--- src/hw/pmc_pkg.sv ---
// pmc_pkg: constants, slot layout and helpers for the performance-monitor control block.
// assumes one processor clock; the counter datapaths sit outside and use the slot order here.
package pmc_pkg;

    // system coprocessor coordinates of the register group
    localparam logic [2:0] CP_OPC1     = 3'h0;
    localparam logic [3:0] CP_CRN      = 4'h9;
    localparam logic [3:0] CP_CRM      = 4'hC;
    localparam logic [2:0] OP2_CTRL    = 3'h0;
    localparam logic [2:0] OP2_EN_SET  = 3'h1;
    localparam logic [2:0] OP2_EN_CLR  = 3'h2;
    localparam logic [2:0] OP2_OVF     = 3'h3;
    localparam logic [2:0] OP2_SWINC   = 3'h4;
    localparam logic [2:0] OP2_SEL     = 3'h5;

    // debug bus byte addresses, bit 12 marks the monitor space
    localparam int unsigned  DBG_ADDR_W  = 13;
    localparam int unsigned  DBG_SPACE   = 12;
    localparam logic [12:0]  APB_EN_SET  = 13'h1C00;
    localparam logic [12:0]  APB_EN_CLR  = 13'h1C20;
    localparam logic [12:0]  APB_OVF     = 13'h1C80;
    localparam logic [12:0]  APB_SWINC   = 13'h1CA0;

    // register decode vector positions
    localparam int unsigned NHIT       = 6;
    localparam int unsigned HIT_CTRL   = 0;
    localparam int unsigned HIT_EN_SET = 1;
    localparam int unsigned HIT_EN_CLR = 2;
    localparam int unsigned HIT_OVF    = 3;
    localparam int unsigned HIT_SWINC  = 4;
    localparam int unsigned HIT_SEL    = 5;

    // counter slots and their bit positions in the 32-bit words
    localparam int unsigned NSLOT      = 3;
    localparam int unsigned SLOT_EV0   = 0;
    localparam int unsigned SLOT_EV1   = 1;
    localparam int unsigned SLOT_CYC   = 2;
    localparam int unsigned BIT_EV0    = 0;
    localparam int unsigned BIT_EV1    = 1;
    localparam int unsigned BIT_CYC    = 31;
    localparam int unsigned CTRL_EN_BIT = 0;

    // selection and event type fields
    localparam int unsigned SEL_W      = 5;
    localparam logic [4:0]  SEL_EV0    = 5'h00;
    localparam logic [4:0]  SEL_EV1    = 5'h01;
    localparam logic [4:0]  SEL_FILTER = 5'h1F;
    localparam int unsigned EVT_W      = 8;
    localparam logic [7:0]  EVT_SWINC  = 8'h00;

    // values after reset
    localparam logic [2:0]  RST_EN     = 3'h0;
    localparam logic [2:0]  RST_OVF    = 3'h0;
    localparam logic        RST_GLOBAL = 1'b0;
    localparam logic [4:0]  RST_SEL    = 5'h00;

    function automatic logic [31:0] pmc_pack(input logic [2:0] s);
        logic [31:0] w;
        w = 32'h0000_0000;
        w[BIT_EV0] = s[SLOT_EV0];
        w[BIT_EV1] = s[SLOT_EV1];
        w[BIT_CYC] = s[SLOT_CYC];
        return w;
    endfunction

    function automatic logic [2:0] pmc_unpack(input logic [31:0] w);
        logic [2:0] s;
        s = 3'h0;
        s[SLOT_EV0] = w[BIT_EV0];
        s[SLOT_EV1] = w[BIT_EV1];
        s[SLOT_CYC] = w[BIT_CYC];
        return s;
    endfunction

endpackage

--- src/hw/pmc_ctl_if.sv ---
// pmc_ctl_if: write strobes and flag state between the control top and its two banks.
// assumes all parties on the same clock; strobes are one-cycle pulses.
`timescale 1ns/1ps
`default_nettype none
interface pmc_ctl_if;
    logic       wr_set;
    logic       wr_clr;
    logic       wr_ovf_clr;
    logic [2:0] wbits;
    logic [2:0] ovf_set;
    logic [2:0] en_q;
    logic [2:0] ovf_q;

    modport ctrl (output wr_set, output wr_clr, output wr_ovf_clr, output wbits,
                  output ovf_set, input en_q, input ovf_q);
    modport enb  (input wr_set, input wr_clr, input wbits, output en_q);
    modport ovf  (input wr_ovf_clr, input wbits, input ovf_set, output ovf_q);
endinterface
`default_nettype wire

--- src/hw/pmc_ctrl.sv ---
// pmc_ctrl: enable, overflow, software-increment and selection control for two event
// counters and one cycle counter, reached by coprocessor accesses and the debug bus.
// assumes the core, the debug bus and the counter datapaths all run on clk.
`timescale 1ns/1ps
`default_nettype none
// Behaviour
// [RULE_01] enable word: cycle enable bit 31, event enables bits 1 and 0, rest zero
// [RULE_02] enable-set read shows one for each enabled counter
// [RULE_03] enable-set write of one enables that counter, zero leaves it
// [RULE_04] enable-clear has the same layout and reads the current enables
// [RULE_05] enable-clear write of one disables that counter, zero leaves it
// [RULE_06] global switch low stops every counter regardless of its own enable
// [RULE_07] individual enables keep their values while the global switch is low
// [RULE_08] overflow word: cycle flag bit 31, event flags bits 1 and 0, rest zero
// [RULE_09] overflow read shows one for each counter that wrapped since cleared
// [RULE_10] overflow write of one clears that flag, zero leaves it
// [RULE_11] software increment is write-only; ones bump event counter 1 or 0 once
// [RULE_12] software increment only affects counters whose event type is zero
// [RULE_13] selection holds five bits: 0, 1 pick counters, 31 picks the filter
// [RULE_14] software avoids event type access while selection holds 31
// [RULE_15] software writes only 0, 1 or 31 into the selection field
// [RULE_16] coprocessor 9/12 with op2 one to five reach the five registers
// [RULE_17] one copy of each register, no split by security state
// [RULE_18] unprivileged access needs the user enable; privileged always allowed
// [RULE_19] set, clear, overflow and increment also sit on the debug bus
// [RULE_20] global switch high lets counters follow their enables; resets low
// [RULE_21] event type zero counts software increments only, never hardware events
// [RULE_22] a wrap of an enabled counter sets its sticky overflow flag
// [RULE_23] enables and flags reset to zero; writes arrive one per cycle
module pmc_ctrl
(
    // clock and reset
    input  wire logic        clk,
    input  wire logic        nrst,
    // coprocessor access from the core
    input  wire logic        cp_req,
    input  wire logic        cp_write,
    input  wire logic [2:0]  cp_opc1,
    input  wire logic [3:0]  cp_crn,
    input  wire logic [3:0]  cp_crm,
    input  wire logic [2:0]  cp_opc2,
    input  wire logic [31:0] cp_wdata,
    input  wire logic        cp_priv,
    input  wire logic        user_access_en,
    output logic             cp_done,
    output logic             cp_undef,
    output logic [31:0]      cp_rdata,
    // debug APB port
    input  wire logic        psel,
    input  wire logic        penable,
    input  wire logic        pwrite,
    input  wire logic [12:0] debug_bus_address,
    input  wire logic [31:0] pwdata,
    output logic [31:0]      prdata,
    output logic             pready,
    output logic             pslverr,
    // counter datapaths
    input  wire logic [7:0]  evt_type0,
    input  wire logic [7:0]  evt_type1,
    input  wire logic [1:0]  hw_event,
    input  wire logic [2:0]  cnt_wrap,
    output logic [2:0]       cnt_inc,
    output logic [2:0]       cnt_active,
    output logic [4:0]       counter_select,
    output logic             global_count_en
);

    pmc_ctl_if cbus ();

    logic        global_ff;
    logic [4:0]  sel_ff;
    logic [2:0]  inc_ff;
    logic [2:0]  active_ff;
    logic        cp_done_ff;
    logic        cp_undef_ff;
    logic [31:0] cp_rdata_ff;
    logic        pready_ff;
    logic        pslverr_ff;
    logic [31:0] prdata_ff;

    // coprocessor decode
    wire         cp_coord;
    wire [5:0]   cp_hit;
    wire         cp_allowed;
    wire         cp_go;

    assign cp_coord = (cp_opc1 == pmc_pkg::CP_OPC1)
                      && (cp_crn == pmc_pkg::CP_CRN)
                      && (cp_crm == pmc_pkg::CP_CRM);
    assign cp_hit[pmc_pkg::HIT_CTRL]   = cp_coord && (cp_opc2 == pmc_pkg::OP2_CTRL);
    assign cp_hit[pmc_pkg::HIT_EN_SET] = cp_coord && (cp_opc2 == pmc_pkg::OP2_EN_SET); // [RULE_16]
    assign cp_hit[pmc_pkg::HIT_EN_CLR] = cp_coord && (cp_opc2 == pmc_pkg::OP2_EN_CLR); // [RULE_16]
    assign cp_hit[pmc_pkg::HIT_OVF]    = cp_coord && (cp_opc2 == pmc_pkg::OP2_OVF);    // [RULE_16]
    assign cp_hit[pmc_pkg::HIT_SWINC]  = cp_coord && (cp_opc2 == pmc_pkg::OP2_SWINC);  // [RULE_16]
    assign cp_hit[pmc_pkg::HIT_SEL]    = cp_coord && (cp_opc2 == pmc_pkg::OP2_SEL);    // [RULE_16]

    // no security input at all: secure and non-secure reach the same flops
    assign cp_allowed = cp_priv | user_access_en;                                      // [RULE_18]
    assign cp_go      = cp_req & cp_allowed & (|cp_hit);                               // [RULE_17]

    // debug bus decode; word aligned, bit 12 selects the monitor space
    wire         dbg_space;
    wire [5:0]   apb_hit;
    wire         apb_go;

    assign dbg_space = debug_bus_address[pmc_pkg::DBG_SPACE];
    assign apb_hit[pmc_pkg::HIT_CTRL]   = 1'b0;
    assign apb_hit[pmc_pkg::HIT_EN_SET] = dbg_space
        && (debug_bus_address[12:2] == pmc_pkg::APB_EN_SET[12:2]);                     // [RULE_19]
    assign apb_hit[pmc_pkg::HIT_EN_CLR] = dbg_space
        && (debug_bus_address[12:2] == pmc_pkg::APB_EN_CLR[12:2]);                     // [RULE_19]
    assign apb_hit[pmc_pkg::HIT_OVF]    = dbg_space
        && (debug_bus_address[12:2] == pmc_pkg::APB_OVF[12:2]);                        // [RULE_19]
    assign apb_hit[pmc_pkg::HIT_SWINC]  = dbg_space
        && (debug_bus_address[12:2] == pmc_pkg::APB_SWINC[12:2]);                      // [RULE_19]
    assign apb_hit[pmc_pkg::HIT_SEL]    = 1'b0;

    // the core wins a shared cycle; the debug transfer just waits one more cycle,
    // so only one writer ever reaches the banks
    assign apb_go = psel & penable & ~pready_ff & ~cp_req;                             // [RULE_23]

    // merged access
    wire [5:0]   acc_hit;
    wire         acc_wr;
    wire [31:0]  acc_wdata;
    wire [5:0]   wr_hit;
    wire [5:0]   rd_hit;

    assign acc_hit   = cp_go ? cp_hit : (apb_go ? apb_hit : 6'h00);
    assign acc_wr    = cp_go ? cp_write : (apb_go & pwrite);
    assign acc_wdata = cp_go ? cp_wdata : pwdata;
    assign wr_hit    = acc_hit & {pmc_pkg::NHIT{acc_wr}};
    assign rd_hit    = acc_hit & {pmc_pkg::NHIT{~acc_wr}};

    // bank strobes; reserved bits of the written word are simply never looked at
    assign cbus.wbits      = pmc_pkg::pmc_unpack(acc_wdata);                           // [RULE_01]
    assign cbus.wr_set     = wr_hit[pmc_pkg::HIT_EN_SET];                              // [RULE_03]
    assign cbus.wr_clr     = wr_hit[pmc_pkg::HIT_EN_CLR];                              // [RULE_05]
    assign cbus.wr_ovf_clr = wr_hit[pmc_pkg::HIT_OVF];                                 // [RULE_10]
    // wrap only counts while the counter is really running
    assign cbus.ovf_set    = cnt_wrap & active_ff;                                     // [RULE_22]

    pmc_enable_bank u_enable
    (
        .clk  (clk),
        .nrst (nrst),
        .bus  (cbus.enb)
    );

    pmc_ovf_bank u_ovf
    (
        .clk  (clk),
        .nrst (nrst),
        .bus  (cbus.ovf)
    );

    // control enable bit and selection field
    wire         nxt_global;
    wire [4:0]   nxt_sel;

    assign nxt_global = wr_hit[pmc_pkg::HIT_CTRL] ? acc_wdata[pmc_pkg::CTRL_EN_BIT]
                                                   : global_ff;                        // [RULE_20]
    // every 5-bit value is stored; only 0, 1 and 31 mean anything downstream
    assign nxt_sel    = wr_hit[pmc_pkg::HIT_SEL] ? acc_wdata[4:0] : sel_ff;            // [RULE_13]

    always_ff @(posedge clk or negedge nrst)
    begin
        if (!nrst)
            global_ff <= pmc_pkg::RST_GLOBAL;                                          // [RULE_20]
        else
            global_ff <= nxt_global;
    end

    always_ff @(posedge clk or negedge nrst)
    begin
        if (!nrst)
            sel_ff <= pmc_pkg::RST_SEL;
        else
            sel_ff <= nxt_sel;
    end

    // effective counting: the stored enables are masked, never altered
    wire [2:0]   nxt_active;
    wire [1:0]   swinc_bits;
    wire [1:0]   type_is_sw;
    wire [2:0]   nxt_inc;

    assign nxt_active = cbus.en_q & {pmc_pkg::NSLOT{global_ff}};                       // [RULE_06]
    assign swinc_bits = {acc_wdata[pmc_pkg::BIT_EV1], acc_wdata[pmc_pkg::BIT_EV0]}
                        & {2{wr_hit[pmc_pkg::HIT_SWINC]}};                             // [RULE_11]
    assign type_is_sw[0] = (evt_type0 == pmc_pkg::EVT_SWINC);
    assign type_is_sw[1] = (evt_type1 == pmc_pkg::EVT_SWINC);

    genvar g;
    generate
        for (g = 0; g < 2; g++)
        begin : g_evt
            // type zero takes software pulses only, other types hardware events only
            assign nxt_inc[g] = nxt_active[g]                                          // [RULE_07]
                                & (type_is_sw[g] ? swinc_bits[g] : hw_event[g]);       // [RULE_12] [RULE_21]
        end
    endgenerate
    assign nxt_inc[pmc_pkg::SLOT_CYC] = nxt_active[pmc_pkg::SLOT_CYC];

    always_ff @(posedge clk or negedge nrst)
    begin
        if (!nrst)
            active_ff <= 3'h0;
        else
            active_ff <= nxt_active;
    end

    always_ff @(posedge clk or negedge nrst)
    begin
        if (!nrst)
            inc_ff <= 3'h0;
        else
            inc_ff <= nxt_inc;
    end

    // read word; the increment register is write-only and reads zero
    wire [31:0]  en_word;
    wire [31:0]  ovf_word;
    wire [31:0]  ctrl_word;
    wire [31:0]  sel_word;
    wire [31:0]  rd_word;

    assign en_word   = pmc_pkg::pmc_pack(cbus.en_q);                                   // [RULE_02] [RULE_04]
    assign ovf_word  = pmc_pkg::pmc_pack(cbus.ovf_q);                                  // [RULE_08] [RULE_09]
    assign ctrl_word = {31'h0000_0000, global_ff};
    assign sel_word  = {27'h000_0000, sel_ff};                                         // [RULE_13]
    assign rd_word   = ({32{rd_hit[pmc_pkg::HIT_CTRL]}}   & ctrl_word)
                     | ({32{rd_hit[pmc_pkg::HIT_EN_SET]}} & en_word)                   // [RULE_02]
                     | ({32{rd_hit[pmc_pkg::HIT_EN_CLR]}} & en_word)                   // [RULE_04]
                     | ({32{rd_hit[pmc_pkg::HIT_OVF]}}    & ovf_word)                  // [RULE_09]
                     | ({32{rd_hit[pmc_pkg::HIT_SEL]}}    & sel_word);                 // [RULE_13]

    // core answer: every request answered one cycle later
    wire         nxt_cp_undef;
    wire [31:0]  nxt_cp_rdata;

    assign nxt_cp_undef = cp_req & ~cp_go;                                             // [RULE_18]
    assign nxt_cp_rdata = (cp_go & ~cp_write) ? rd_word : 32'h0000_0000;

    always_ff @(posedge clk or negedge nrst)
    begin
        if (!nrst)
        begin
            cp_done_ff  <= 1'b0;
            cp_undef_ff <= 1'b0;
            cp_rdata_ff <= 32'h0000_0000;
        end
        else
        begin
            cp_done_ff  <= cp_req;
            cp_undef_ff <= nxt_cp_undef;
            cp_rdata_ff <= nxt_cp_rdata;
        end
    end

    // debug answer: one wait state, error for anything outside the four words
    wire         nxt_pslverr;
    wire [31:0]  nxt_prdata;

    assign nxt_pslverr = apb_go & ~(|apb_hit);
    assign nxt_prdata  = (apb_go & ~pwrite) ? rd_word : 32'h0000_0000;

    always_ff @(posedge clk or negedge nrst)
    begin
        if (!nrst)
        begin
            pready_ff  <= 1'b0;
            pslverr_ff <= 1'b0;
            prdata_ff  <= 32'h0000_0000;
        end
        else
        begin
            pready_ff  <= apb_go;
            pslverr_ff <= nxt_pslverr;
            prdata_ff  <= nxt_prdata;
        end
    end

    // outputs
    assign cp_done         = cp_done_ff;
    assign cp_undef        = cp_undef_ff;
    assign cp_rdata        = cp_rdata_ff;
    assign prdata          = prdata_ff;
    assign pready          = pready_ff;
    assign pslverr         = pslverr_ff;
    assign cnt_inc         = inc_ff;
    assign cnt_active      = active_ff;
    // the selection value is passed on unchecked; filter versus event type is
    // the consumer's job and software keeps off the event type at value 31
    assign counter_select  = sel_ff;                                                   // [RULE_14] [RULE_15]
    assign global_count_en = global_ff;

endmodule
`default_nettype wire

--- src/hw/pmc_enable_bank.sv ---
// pmc_enable_bank: the three counter enables, written by set-style and clear-style strobes.
// assumes at most one of the set or clear strobes per cycle.
`timescale 1ns/1ps
`default_nettype none
module pmc_enable_bank
(
    // clock and reset
    input  wire logic clk,
    input  wire logic nrst,
    // control
    pmc_ctl_if.enb    bus
);
    logic [2:0] en_ff;
    logic [2:0] nxt_en;

    genvar i;
    generate
        for (i = 0; i < 3; i++)
        begin : g_bit
            // ones set or clear, zeros leave the bit alone
            assign nxt_en[i] = (en_ff[i] | (bus.wr_set & bus.wbits[i]))   // [RULE_03]
                               & ~(bus.wr_clr & bus.wbits[i]);            // [RULE_05]
        end
    endgenerate

    always_ff @(posedge clk or negedge nrst)
    begin
        if (!nrst)
            en_ff <= pmc_pkg::RST_EN;   // [RULE_23]
        else
            en_ff <= nxt_en;
    end

    assign bus.en_q = en_ff;
endmodule
`default_nettype wire

--- src/hw/pmc_ovf_bank.sv ---
// pmc_ovf_bank: sticky overflow flags, cleared by writing ones.
// assumes overflow pulses already gated by the counter's enable.
`timescale 1ns/1ps
`default_nettype none
module pmc_ovf_bank
(
    // clock and reset
    input  wire logic clk,
    input  wire logic nrst,
    // control
    pmc_ctl_if.ovf    bus
);
    logic [2:0] ovf_ff;
    logic [2:0] nxt_ovf;

    genvar i;
    generate
        for (i = 0; i < 3; i++)
        begin : g_bit
            // a wrap in the clearing cycle is kept: set beats clear
            assign nxt_ovf[i] = (ovf_ff[i] & ~(bus.wr_ovf_clr & bus.wbits[i]))  // [RULE_10]
                                | bus.ovf_set[i];                               // [RULE_22]
        end
    endgenerate

    always_ff @(posedge clk or negedge nrst)
    begin
        if (!nrst)
            ovf_ff <= pmc_pkg::RST_OVF;   // [RULE_23]
        else
            ovf_ff <= nxt_ovf;
    end

    assign bus.ovf_q = ovf_ff;
endmodule
`default_nettype wire

--- config.mk ---
export PLATFORM = sky130hd
export DESIGN_NAME = pmc_ctrl
export DESIGN_NICKNAME = d
export VERILOG_FILES = /design/src/hw/pmc_pkg.sv /design/src/hw/pmc_ctl_if.sv /design/src/hw/pmc_ctrl.sv /design/src/hw/pmc_enable_bank.sv /design/src/hw/pmc_ovf_bank.sv
export SDC_FILE = /design/constraint.sdc
export NUM_CORES = 1
export LEC_CHECK = 0
export BUFFER_PORTS_ARGS = -buffer_cell sky130_fd_sc_hd__buf_4
export CAP_MARGIN = 20
export CORE_MARGIN = 2
export CORE_UTILIZATION = 32
export DETAILED_ROUTE_END_ITERATION = 6
export PLACE_DENSITY_LB_ADDON = 0.25
export SETUP_SLACK_MARGIN = 0.4
export SLEW_MARGIN = 20
export SYNTH_ARGS = -nofsm -noshare
export SYNTH_HDL_FRONTEND = slang
export SYNTH_SLANG_ARGS = --single-unit
--- constraint.sdc ---
create_clock -name clk -period 1.7 [get_ports clk]
set_input_delay 0.255 -clock clk [delete_from_list [all_inputs] [get_ports clk]]
set_output_delay 0.255 -clock clk [all_outputs]
set_load 0.01 [all_outputs]
### After elaboration in Yosys (flattened, before gate mapping)

Cells that the tools add are included.

| word-level totals | value |
|---|---|
| input bits | 121 |
| word-level logic and storage cells | 110 |
| register bits | 86 |
| output and inout port bits | 80 |

| operators by class | value |
|---|---|
| reduce and logical (&&, ||, !) cells | 18 |
| bitwise gates (word level) | 61 |
| equal/unequal tests | 11 |
| mux-type cells | 8 |

Operators with widths:

| kind | count |
|---|---|
| 32-bit OR | 4 |
| 32-bit AND | 3 |
| 32-bit 2-to-1 mux | 3 |
| 11-bit == test, second input constant | 4 |
| 32-bit by 1-bit AND with 32-bit output | 1 |
| 32-bit by 5-bit AND with 32-bit output | 1 |
| 1-bit AND | 27 |
| 8-bit logical NOT | 2 |
| 1-bit inverter | 13 |
| 6-bit AND | 2 |
| 1-bit logical AND | 12 |
| 4-bit == test, second input constant | 2 |
| 1-bit OR | 7 |
| 3-bit AND | 2 |
| 3-bit by 2-bit == test with 1-bit output, second input constant | 2 |
| 3-bit == test, second input constant | 2 |
| 3-bit logical NOT | 2 |
| 6-bit 2-to-1 mux | 1 |
| 6-bit OR reduction | 1 |
| 5-bit 2-to-1 mux | 1 |
| 4-bit OR reduction | 1 |
| 3-bit by 1-bit == test with 1-bit output, second input constant | 1 |
| 1-bit 2-to-1 mux | 3 |
| 2-bit AND | 1 |

### Depth between registers and ports, before layout

Gate-level depths: netlist (run 1).

| depth | value |
|---|---|
| depth after elaboration | 15 |
| depth in mapped cells | 6 |
| mapped depth without buffers | 5 |

### Modules after synthesis

A second synthesis (run 1) with hierarchy kept.

| second synthesis, totals | value |
|---|---|
| cells, all modules | 202 |
| area total of the unflattened synthesis | 2038.2 um^2 |

Modules (own cells, without submodules):

| module | cells an instance | area each (um^2) | seq. area each (um^2) | instances |
|---|---|---|---|---|
| pmc_ctrl | 184 | 1824.2 | 675.6 | 1 |
| pmc_ovf_bank | 9 | 108.9 | 75.1 | 1 |
| pmc_enable_bank | 9 | 105.1 | 75.1 | 1 |

### Least setup slack after synthesis (run 1)

Ideal clock, no wire load.

| path | value |
|---|---|
| path type | input -> register |
| start point | in cp_crm[1] |
| end point | reg sel_ff[0] (netlist: counter_select[0]) |
| library setup time | 0.125 ns |
| required time | 1.575 ns |
| buffers on the path | 0 |
| data arrival time | 1.687 ns |
| stages | 5 |
| setup slack | -0.112 ns |
| cell sequence | nor4b_4 o2111ai_2 o21a_1 nor3_4 mux2_2 |

| on the way | value |
|---|---|
| cells in the longest elaborated chain, start to end | 7 |
| elaborated cells between the ends (all ways) | 14 |
| classes of those cells | eq/ne (1); mux (3); bitwise (2); reduce/logical (8) |

RTL lines:

| item | line | source |
|---|---|---|
| start, declared | pmc_ctrl.sv:40 | `input wire logic [3:0] cp_crm,` |
| 4-bit == test * | pmc_ctrl.sv:89 | `&& (cp_crm == pmc_pkg::CP_CRM);` |
| 1-bit logical AND * | pmc_ctrl.sv:89 |  |
| 1-bit logical AND (tied with other cells) | pmc_ctrl.sv:90 | `assign cp_hit[pmc_pkg::HIT_CTRL] = cp_coord && (cp_opc2 == pmc_pkg::OP2_CTRL);` |
| 6-bit OR reduction | pmc_ctrl.sv:99 | `assign cp_go = cp_req & cp_allowed & (\|cp_hit);` |
| 1-bit AND | pmc_ctrl.sv:99 |  |
| 6-bit 2-to-1 mux / 1-bit 2-to-1 mux (equally long branches) | pmc_ctrl.sv:129, pmc_ctrl.sv:130 |  |
| 6-bit AND | pmc_ctrl.sv:132 | `assign wr_hit = acc_hit & {pmc_pkg::NHIT{acc_wr}};` |
| end signal, assigned | pmc_ctrl.sv:177 | `sel_ff <= pmc_pkg::RST_SEL;` |
| end signal, assigned | pmc_ctrl.sv:179 | `sel_ff <= nxt_sel;` |
| end, declared | pmc_ctrl.sv:71 | `logic [4:0] sel_ff;` |

Mark *: on every way between the ends. The rest lies on a longest branch, timed or not.
A chain may end at the register's enable or synchronous reset.

### Worst setup path after layout (run 1)

| path | value |
|---|---|
| start point | reg pready_ff (netlist: pready) |
| end point | reg u_ovf.ovf_ff[2] (netlist: u_ovf.bus.ovf_q[2]) |

| on the way | value |
|---|---|
| cells in the longest elaborated chain, start to end | 10 |
| elaborated cells between the ends (all ways) | 12 |
| classes of those cells | mux (3); bitwise (9) |

RTL lines:

| item | line | source |
|---|---|---|
| start, declared | pmc_ctrl.sv:77 | `logic pready_ff;` |
| start signal, assigned | pmc_ctrl.sv:278 | `pready_ff <= apb_go;` |
| 1-bit inverter * | pmc_ctrl.sv:120 | `assign apb_go = psel & penable & ~pready_ff & ~cp_req;` |
| 1-bit AND * (2 in a row) | pmc_ctrl.sv:120 |  |
| net apb_go | pmc_ctrl.sv:104 | `wire apb_go;` |
| 5-bit 2-to-1 mux / 1-bit AND (equally long branches) | pmc_ctrl.sv:129, pmc_ctrl.sv:130 |  |
| 6-bit 2-to-1 mux / 1-bit 2-to-1 mux (equally long branches) | pmc_ctrl.sv:129, pmc_ctrl.sv:130 |  |
| 6-bit AND * | pmc_ctrl.sv:132 |  |
| 1-bit AND * | pmc_ovf_bank.sv:21 | `assign nxt_ovf[i] = (ovf_ff[i] & ~(bus.wr_ovf_clr & bus.wbits[i]))` |
| 1-bit inverter * | pmc_ovf_bank.sv:21 |  |
| 1-bit AND * | pmc_ovf_bank.sv:21 |  |
| 1-bit OR * | pmc_ovf_bank.sv:22 | `\| bus.ovf_set[i];` |
| net u_ovf.nxt_ovf[2] | pmc_ovf_bank.sv:14 | `logic [2:0] nxt_ovf;` |
| end signal, assigned | pmc_ovf_bank.sv:29 | `ovf_ff <= pmc_pkg::RST_OVF;` |
| end signal, assigned | pmc_ovf_bank.sv:31 | `ovf_ff <= nxt_ovf;` |
| end, declared | pmc_ovf_bank.sv:13 | `logic [2:0] ovf_ff;` |

Mark *: on every way through the listed nets, which the timed path passes. The rest lies on a longest branch.

==> results of run 1 <==
[cell usage in the layout, fill, tap and decap left out, types with 2 or more instances in the layout]
master                     netlist  layout
sky130_fd_sc_hd__buf_4          53     114
sky130_fd_sc_hd__conb_1          1      55
sky130_fd_sc_hd__dfrtp_1        33      33
sky130_fd_sc_hd__buf_6           0      12
sky130_fd_sc_hd__nand2_1        10       9
sky130_fd_sc_hd__mux2_4          0       7
sky130_fd_sc_hd__nor4_1          6       5
sky130_fd_sc_hd__and2_1          9       5
sky130_fd_sc_hd__a21oi_1         7       5
sky130_fd_sc_hd__mux2_2         12       5
sky130_fd_sc_hd__clkbuf_8        0       5
sky130_fd_sc_hd__nand4_1         4       4
sky130_fd_sc_hd__nand3_1         6       4
sky130_fd_sc_hd__a31oi_1         4       4
sky130_fd_sc_hd__nor3_1          4       4
sky130_fd_sc_hd__and2_4          0       4
sky130_fd_sc_hd__inv_1           3       3
sky130_fd_sc_hd__a22o_1          3       3
sky130_fd_sc_hd__nor4b_4         2       2
sky130_fd_sc_hd__nor4b_1         2       2
sky130_fd_sc_hd__o32ai_2         1       2
sky130_fd_sc_hd__nand3_2         0       2
sky130_fd_sc_hd__or2_2           2       2
sky130_fd_sc_hd__a21oi_2         0       2
sky130_fd_sc_hd__nand4b_1        2       2
sky130_fd_sc_hd__a21boi_1        0       2
sky130_fd_sc_hd__clkinv_2        0       2
[registers in the layout, indices dropped and copies added (netlist names)]
name,flops
pready,1
global_count_en,1
u_enable.bus.en_q,3
cp_rdata,6
cp_done,1
cp_undef,1
u_ovf.bus.ovf_q,3
cnt_active,3
counter_select,5
pslverr,1
prdata,6
cnt_inc,2
[path summary, 6_finish.rpt]
| check | from | to | slack [ns] | depth (start not counted) |
|---|---|---|---|---|
| worst max-delay path | pready | u_ovf.bus.ovf_q[2] | 0.01 | 7 |
| min in group asynchronous | nrst | pready | 0.45 | 2 |
| worst min-delay path | cp_req | cp_done | 0.19 | 2 |
| worst min register to register | cnt_active[1] | u_ovf.bus.ovf_q[1] | 0.51 | 1 |
| worst max register to register | pready | u_ovf.bus.ovf_q[2] | 0.01 | 7 |
| max in group asynchronous | nrst | u_ovf.bus.ovf_q[1] | 0.96 | 2 |
[critical path, cell delays in order (launching register included)]
cell and delay (ns):
sky130_fd_sc_hd__dfrtp_1 0.37, sky130_fd_sc_hd__and4bb_2 0.34, sky130_fd_sc_hd__buf_6 0.11, sky130_fd_sc_hd__nand4_1 0.15
sky130_fd_sc_hd__o32ai_2 0.15, sky130_fd_sc_hd__buf_4 0.20, sky130_fd_sc_hd__nand3_1 0.08, sky130_fd_sc_hd__a22o_1 0.17
[cells in the mapped netlist (2+ instances only)]
| cell | instances | share of area |
|---|---|---|
| sky130_fd_sc_hd__and2_1 | 9 | 0.028 |
| sky130_fd_sc_hd__a21oi_1 | 7 | 0.018 |
| sky130_fd_sc_hd__nand4b_1 | 2 | 0.0088 |
| sky130_fd_sc_hd__clkbuf_1 | 2 | 0.0038 |
| sky130_fd_sc_hd__a22o_1 | 3 | 0.013 |
| sky130_fd_sc_hd__nor3_1 | 4 | 0.010 |
| sky130_fd_sc_hd__nor4b_1 | 2 | 0.0088 |
| sky130_fd_sc_hd__nand3_1 | 6 | 0.015 |
| sky130_fd_sc_hd__nand2_1 | 10 | 0.019 |
| sky130_fd_sc_hd__buf_4 | 53 | 0.20 |
| sky130_fd_sc_hd__inv_1 | 3 | 0.0057 |
| sky130_fd_sc_hd__nor4_1 | 6 | 0.019 |
| sky130_fd_sc_hd__a21boi_0 | 2 | 0.0076 |
| sky130_fd_sc_hd__nand4_1 | 4 | 0.013 |
| sky130_fd_sc_hd__or2_2 | 2 | 0.0063 |
| sky130_fd_sc_hd__o32ai_1 | 2 | 0.0088 |
| sky130_fd_sc_hd__a31oi_1 | 4 | 0.013 |
| sky130_fd_sc_hd__dfrtp_1 | 33 | 0.42 |
| sky130_fd_sc_hd__nor4b_4 | 2 | 0.024 |
| sky130_fd_sc_hd__mux2_2 | 12 | 0.068 |
[power by group through the flow]
stage | Combinational (mW) | Clock [mW] | Sequential, mW
floorplan | 0.188 | 0 | 0.815
CTS | 0.298 | 0.584 | 0.795
detailed placement | 0.279 | 0 | 0.810
global placement | 0.275 | 0 | 0.810
finish | 0.310 | 0.566 | 0.795
global route | 0.338 | 0.610 | 0.795
[layer usage]
layer,vias to the layer above,wire length (µm),track usage
li1,843,-,-
met1,817,1970,0.166
met2,91,2570,0.267
met3,7,484,0.0370
met4,0,53,0.0262
met5,-,0,0
[cell type report]
class,instances,area share
clock buffer,5,0.0224
sequential,33,0.269
multi-input combinational,152,0.343
clock inverter,3,0.00570
tap,75,0.0306
timing repair buffer,127,0.326
inverter,3,0.00367
[per-stage QoR]
step	power (mW)	setup TNS [ns]	instances	utilization	hold slack [ns]
floorplan	1.00	-0.234	243	-	-0.0406
global placement	1.08	-4.14	378	0.461	0.219
detailed placement	1.09	-4.18	378	0.461	0.217
CTS	1.68	0	395	0.504	0.192
global route	1.74	-0.537	398	0.516	0.200
finish	1.67	0	398	0.516	0.193
[cell families (layout without fill, tap and decap cells)]
family                 after synthesis  in the layout  synth area share
buffers and inverters               58            138             0.210
AND/OR/NAND/NOR                     55             55             0.187
flip-flops                          33             33             0.416
AO/OA/AOI/OAI                       29             29             0.113
multiplexers                        12             12            0.0681
other                                1             55           0.00189
XOR/XNOR                             1              1           0.00441
[repair_timing]
item | in CTS | in global routing
pin swaps | 14 | 8
hold buffers | 1 | 0
setup buffers | 8 | 3
resized for setup | 25 | 13
hold endpoints to repair | 33 | 0
endpoints found under the setup margin | 23 | 23
==> Implementation_results.wiki, run 1 <==
{| class="wikitable"
! Metric !! Value
|-
| Gpl congestion || 0.765
|-
| Switching portion of total power || 0.260
|-
| Data arrival, critical path || 1.86 ns
|-
| Number of clock buffers inserted by TritonCTS || 5
|-
| DRC violation count after routing || 0
|-
| CTS clk-pin slew, worst paths || 0.07 ns
|-
| Cell at the root of the clock tree || sky130_fd_sc_hd__clkbuf_8
|-
| Fraction of synthesis flops using an asynchronous set or reset pin || 1.00
|-
| Antenna cell count || 0
|-
| Mean cell area of the mapped netlist || 10.5 µm²
|-
| Total non-filler cell area in the finished layout || 3070 µm²
|-
| Area growth from synthesis to layout || 54.7%
|-
| Total Wirelength || 5080 µm
|-
| Wire length of the first global-routing pass || 7510 µm
|-
| Area enclosed by the die boundary || 6850 µm²
|-
| Sequential cell area fraction in the yosys report || 0.416
|-
| Switching power summed over all nets || 0.434 mW
|-
| Final period utilization || 0.994
|-
| Chip height || 82.8 µm
|-
| Antenna violations before repair || 0
|-
| Pin count of the biggest net entering global routing || 34
|-
| Violation count after the first detailed-route iteration || 69
|-
| Worst setup path class || reg -> reg
|-
| HP Class || in -> reg
|-
| Cell area after synthesis || 1980 µm²
|-
| IR Drop Worst-Case VDD || 0.417 mV
|-
| Worst-path fanout max || 6
|-
| Clock network power share || 0.339
|-
| Clk buf depth || 2
|-
| Internal power consumption || 1.24 mW
|-
| CTS H-Tree Depth || 2
|-
| Source-to-sink clock delay at the later pin of the worst-skew pair || 0.28 ns
|-
| Synthesized flop and latch total || 33
|-
| Maximum achievable frequency || 592 MHz
|-
| Port Buf Inserts || 94
|-
| Fin crit period || 1.69 ns
|-
| Count of synthesis-stage warnings from yosys || 0
|-
| Final setup vio count || 0
|-
| Global-route usage over all layers || 0.144
|-
| Area of the multi-input gates || 1050 µm²
|-
| Number of failing hold endpoints at the final stage || 0
|-
| Number of distinct library cells after synthesis || 41
|-
| Clock tree from TritonCTS || yes
|-
| Slack of the critical path || 0.0108 ns
|-
| Via count || 1,758
|-
| Post-synth EDFFs || 0
|-
| Sequential standard cell area || 826 µm²
|-
| Unrepaired setup endpoints after global routing || true
|-
| Maxcap violations || 0
|-
| Dpl cell area || 2750 µm²
|-
| Detail Placement HPWL || 3940 µm
|-
| Final net count || 443
|-
| Post-placement setup slack || -0.268 ns
|-
| Share of total power in sequential cells || 0.476
|-
| Mean number of vias per cell || 4.42
|-
| Share of post-route cells with drive strength above 1 || 0.526
|-
| Capturing element type of the critical path || flip-flop
|-
| Sink count of the clock tree || 33
|-
| Maximum clock skew at final layout || 0.00289 ns
|-
| Via count of the first global-routing pass || 1,663
|-
| Placeable core region || 5960 µm²
|-
| Wire per inst || 12.8 µm
|-
| Run status || completed
|-
| Filler cell count || 578
|-
| Final Max Slew Viols || 0
|-
| IO Count || 201
|-
| Sum of overflow across all layers after global routing || 0
|-
| FP Rows || 28
|-
| Die X || 82.8 µm
|-
| Power Density || 544 nW/µm²
|-
| First-pass DRT Iterations || 3
|-
| Starting density of the core || 0.333
|-
| Share of total power in combinational logic || 0.185
|-
| Post-detailed-route count of antenna-violating nets || 0
|-
| Leading register cell type out of synthesis || sky130_fd_sc_hd__dfrtp_1
|-
| Data required, critical path || 1.87 ns
|-
| Leakage power || 1.57 nW
|-
| Element type at the critical path start || flip-flop
|-
| Post-synthesis cell count || 189
|}
No activity file was read; power rests on OpenSTA's default activity.
==> run 2: changes to the inputs <==
--- a/config.mk
+++ b/config.mk
@@ -7,9 +7,9 @@
 export LEC_CHECK = 0
 export BUFFER_PORTS_ARGS = -buffer_cell sky130_fd_sc_hd__buf_4
 export CAP_MARGIN = 20
-export CORE_MARGIN = 2
-export CORE_UTILIZATION = 32
+export CORE_AREA = 2 2 77 79
 export DETAILED_ROUTE_END_ITERATION = 6
+export DIE_AREA = 0 0 79 81
 export PLACE_DENSITY_LB_ADDON = 0.25
 export SETUP_SLACK_MARGIN = 0.4
 export SLEW_MARGIN = 20
==> constraint.sdc (replaced) <==
create_clock -name clk -period 2.1 [get_ports clk]
set_input_delay 0.315 -clock clk [delete_from_list [all_inputs] [get_ports clk]]
set_output_delay 0.315 -clock clk [all_outputs]
set_load 0.01 [all_outputs]
==> run 2 against run 1 <==
Setup slack better by 0.39 ns. Register-to-register slack better by 0.39 ns. Largest power group unchanged. Final cell count down 4.0%. Combinational power down 26%. Clock power down 20%. Die area down 6.6%. Critical endpoint unchanged. Critical path type unchanged. Flip-flop and latch count unchanged.
==> Implementation_results.wiki, run 2 (synthesis results as in run 1) <==
{| class="wikitable"
! Metric !! Value
|-
| Global-route usage over all layers || 0.142
|-
| Violation count after the first detailed-route iteration || 107
|-
| Antenna cell count || 0
|-
| Run status || completed
|-
| Most frequent cells in the layout || sky130_fd_sc_hd__buf_4, sky130_fd_sc_hd__conb_1, sky130_fd_sc_hd__dfrtp_1
|-
| Filler cell count || 539
|-
| Cell at the root of the clock tree || sky130_fd_sc_hd__clkbuf_8
|-
| Cell family contributing the most delay on the critical path || simple AND/OR/NAND/NOR gates
|-
| Reg2Reg Setup Slack || 0.40 ns
|-
| Clock tree from TritonCTS || yes
|-
| Total routed wire length on the met1 layer || 1780 µm
|-
| First-pass DRT Iterations || 4
|-
| CTS clk-pin slew, worst paths || 0.06 ns
|-
| CTS H-Tree Depth || 2
|-
| Final period utilization || 0.809
|-
| IO Count || 201
|-
| Dpl cell area || 2660 µm²
|-
| Area of the multi-input gates || 1030 µm²
|-
| HP Class || in -> reg
|-
| IR Drop Worst-Case VDD || 0.266 mV
|-
| Pin count of the biggest net entering global routing || 34
|-
| Sequential standard cell area || 826 µm²
|-
| Final Max Slew Viols || 0
|-
| Sink count of the clock tree || 33
|-
| Source-to-sink clock delay at the later pin of the worst-skew pair || 0.28 ns
|-
| Area enclosed by the die boundary || 6400 µm²
|-
| Via count || 1,709
|-
| Worst setup path class || reg -> reg
|-
| Antenna violations before repair || 0
|-
| Cell-by-cell listing of the critical path || and4bb_2 > buf_6 > nand4_1 > o32ai_2 > buf_4 > nand3_1 > a22o_1
|-
| Element type at the critical path start || flip-flop
|-
| DRC violation count after routing || 0
|-
| Buf/Inv on CP || 2
|-
| Critical path origin || pready
|-
| Final setup vio count || 0
|-
| Clk buf depth || 2
|-
| Share of post-route cells with drive strength above 1 || 0.495
|-
| Number of clock buffers inserted by TritonCTS || 5
|-
| Routed met3 length || 489 µm
|-
| Stage delay of the slowest cell on the critical path || 0.37 ns
|-
| Highest routed layer || met4
|-
| Data arrival, critical path || 1.87 ns
|-
| FP Rows || 28
|-
| Placeable core region || 5680 µm²
|-
| Detail Placement HPWL || 3770 µm
|-
| Maximum clock skew at final layout || 0.00507 ns
|-
| Post-layout total power || 1.32 mW
|-
| Leakage power || 1.46 nW
|-
| Worst hold path startpoint || cp_req
|-
| Maximum achievable frequency || 588 MHz
|-
| Endpoint of the worst-slack reg-to-reg timing path || u_ovf.bus.ovf_q[2]
|-
| Worst setup path endpoint || u_ovf.bus.ovf_q[2]
|-
| Capturing element type of the critical path || flip-flop
|-
| Most frequent standard cell in the layout excluding fill and tap cells || sky130_fd_sc_hd__buf_4
|-
| Post-detailed-route count of antenna-violating nets || 0
|-
| Mean number of vias per cell || 4.47
|-
| Min Hold Slack || 0.171 ns
|-
| Critical path depth || 7
|-
| Via count of the first global-routing pass || 1,567
|-
| Cell count of the worst reg-to-reg path || 7
|-
| Worst R2R Start || pready
|-
| Die X || 79 µm
|-
| Fin crit period || 1.70 ns
|-
| Total Wirelength || 4720 µm
|-
| Wire per inst || 12.3 µm
|-
| Power Density || 457 nW/µm²
|-
| Area growth from synthesis to layout || 46.2%
|-
| Total non-filler cell area in the finished layout || 2900 µm²
|-
| Final net count || 427
|-
| Starting density of the core || 0.350
|-
| Port Buf Inserts || 94
|-
| Gpl congestion || 0.776
|-
| Data required, critical path || 2.27 ns
|-
| Chip height || 81 µm
|-
| Sum of overflow across all layers after global routing || 0
|-
| Met2 wirelength from detailed routing || 2360 µm
|-
| Maxcap violations || 0
|-
| Slowest cell on crit path || sky130_fd_sc_hd__dfrtp_1
|-
| Unrepaired setup endpoints after global routing || true
|-
| Wire length of the first global-routing pass || 7090 µm
|-
| Final sum of negative setup slack || 0 ns
|-
| Number of failing hold endpoints at the final stage || 0
|-
| Worst-path fanout max || 6
|}
## run 2: changes by cell type in the layout (fill, tap and decap cells not counted), moves of 2 or more
cell | before | now
sky130_fd_sc_hd__and2_1 | 5 | 9
sky130_fd_sc_hd__mux2_4 | 7 | 5
sky130_fd_sc_hd__a21boi_0 | 0 | 2
sky130_fd_sc_hd__buf_6 | 12 | 4
sky130_fd_sc_hd__buf_4 | 114 | 106
sky130_fd_sc_hd__and2_4 | 4 | 0
sky130_fd_sc_hd__a21boi_1 | 2 | 0
sky130_fd_sc_hd__mux2_2 | 5 | 7
## run 2: metal layers
layer | up-vias | global-route usage
met5 | - | 0
met4 | 0 | 0.0397
met3 | 11 | 0.0422
met2 | 96 | 0.256
met1 | 793 | 0.163
li1 | 809 | -
## run 2: layout make-up
cell class / count / share of cell area
clock buffers: 5 / 0.0237
multi-input cells: 152 / 0.356
clock inverters: 3 / 0.00604
flip-flops and latches: 33 / 0.285
well taps: 75 / 0.0323
inverters: 3 / 0.00388
repair buffers: 111 / 0.293
## run 2: worst min-delay path by stage
stage | endpoint | cells past startpoint
floorplan | cnt_active[0] | 0
global placement | u_ovf.bus.ovf_q[2] | 1
detailed placement | cp_rdata[0] | 1
CTS | cp_done | 1
global route | cp_done | 1
finish | cp_done | 1
## run 2: worst reg2reg max path: stages, from the launching register on
cell and delay (ns):
sky130_fd_sc_hd__dfrtp_1 0.37, sky130_fd_sc_hd__and4bb_2 0.33, sky130_fd_sc_hd__buf_6 0.11, sky130_fd_sc_hd__nand4_1 0.14, sky130_fd_sc_hd__o32ai_2 0.17, sky130_fd_sc_hd__buf_4 0.20, sky130_fd_sc_hd__nand3_1 0.09, sky130_fd_sc_hd__a22o_1 0.18
## run 2: repair_timing
item                                   in CTS  in global routing
resized for setup                           5                 17
endpoints found under the hold margin      33                  0
pin swaps                                   6                  4
cloned                                      0                  0
setup buffers                               4                  2
setup endpoints to repair                   6                 20
hold buffers                                1                  0
## run 2: where the power goes
| part | switching [mW] | total, mW | internal, mW | leakage [nW] |
|---|---|---|---|---|
| sequential | 0.00164 | 0.644 | 0.642 | 0.449 |
| combinational | 0.115 | 0.230 | 0.114 | 0.967 |
| clock | 0.224 | 0.452 | 0.228 | 0.0439 |
## run 2: per-stage QoR
stage / instances / util / worst slack [ns]
5_1_grt: 382 / 0.511 / 0.325
6_report: 382 / 0.511 / 0.401
4_1_cts: 380 / 0.496 / 0.393
3_3_place_gp: 367 / 0.469 / 0.0645
2_1_floorplan: 243 / - / 0.293
3_5_place_dp: 367 / 0.469 / 0.0422
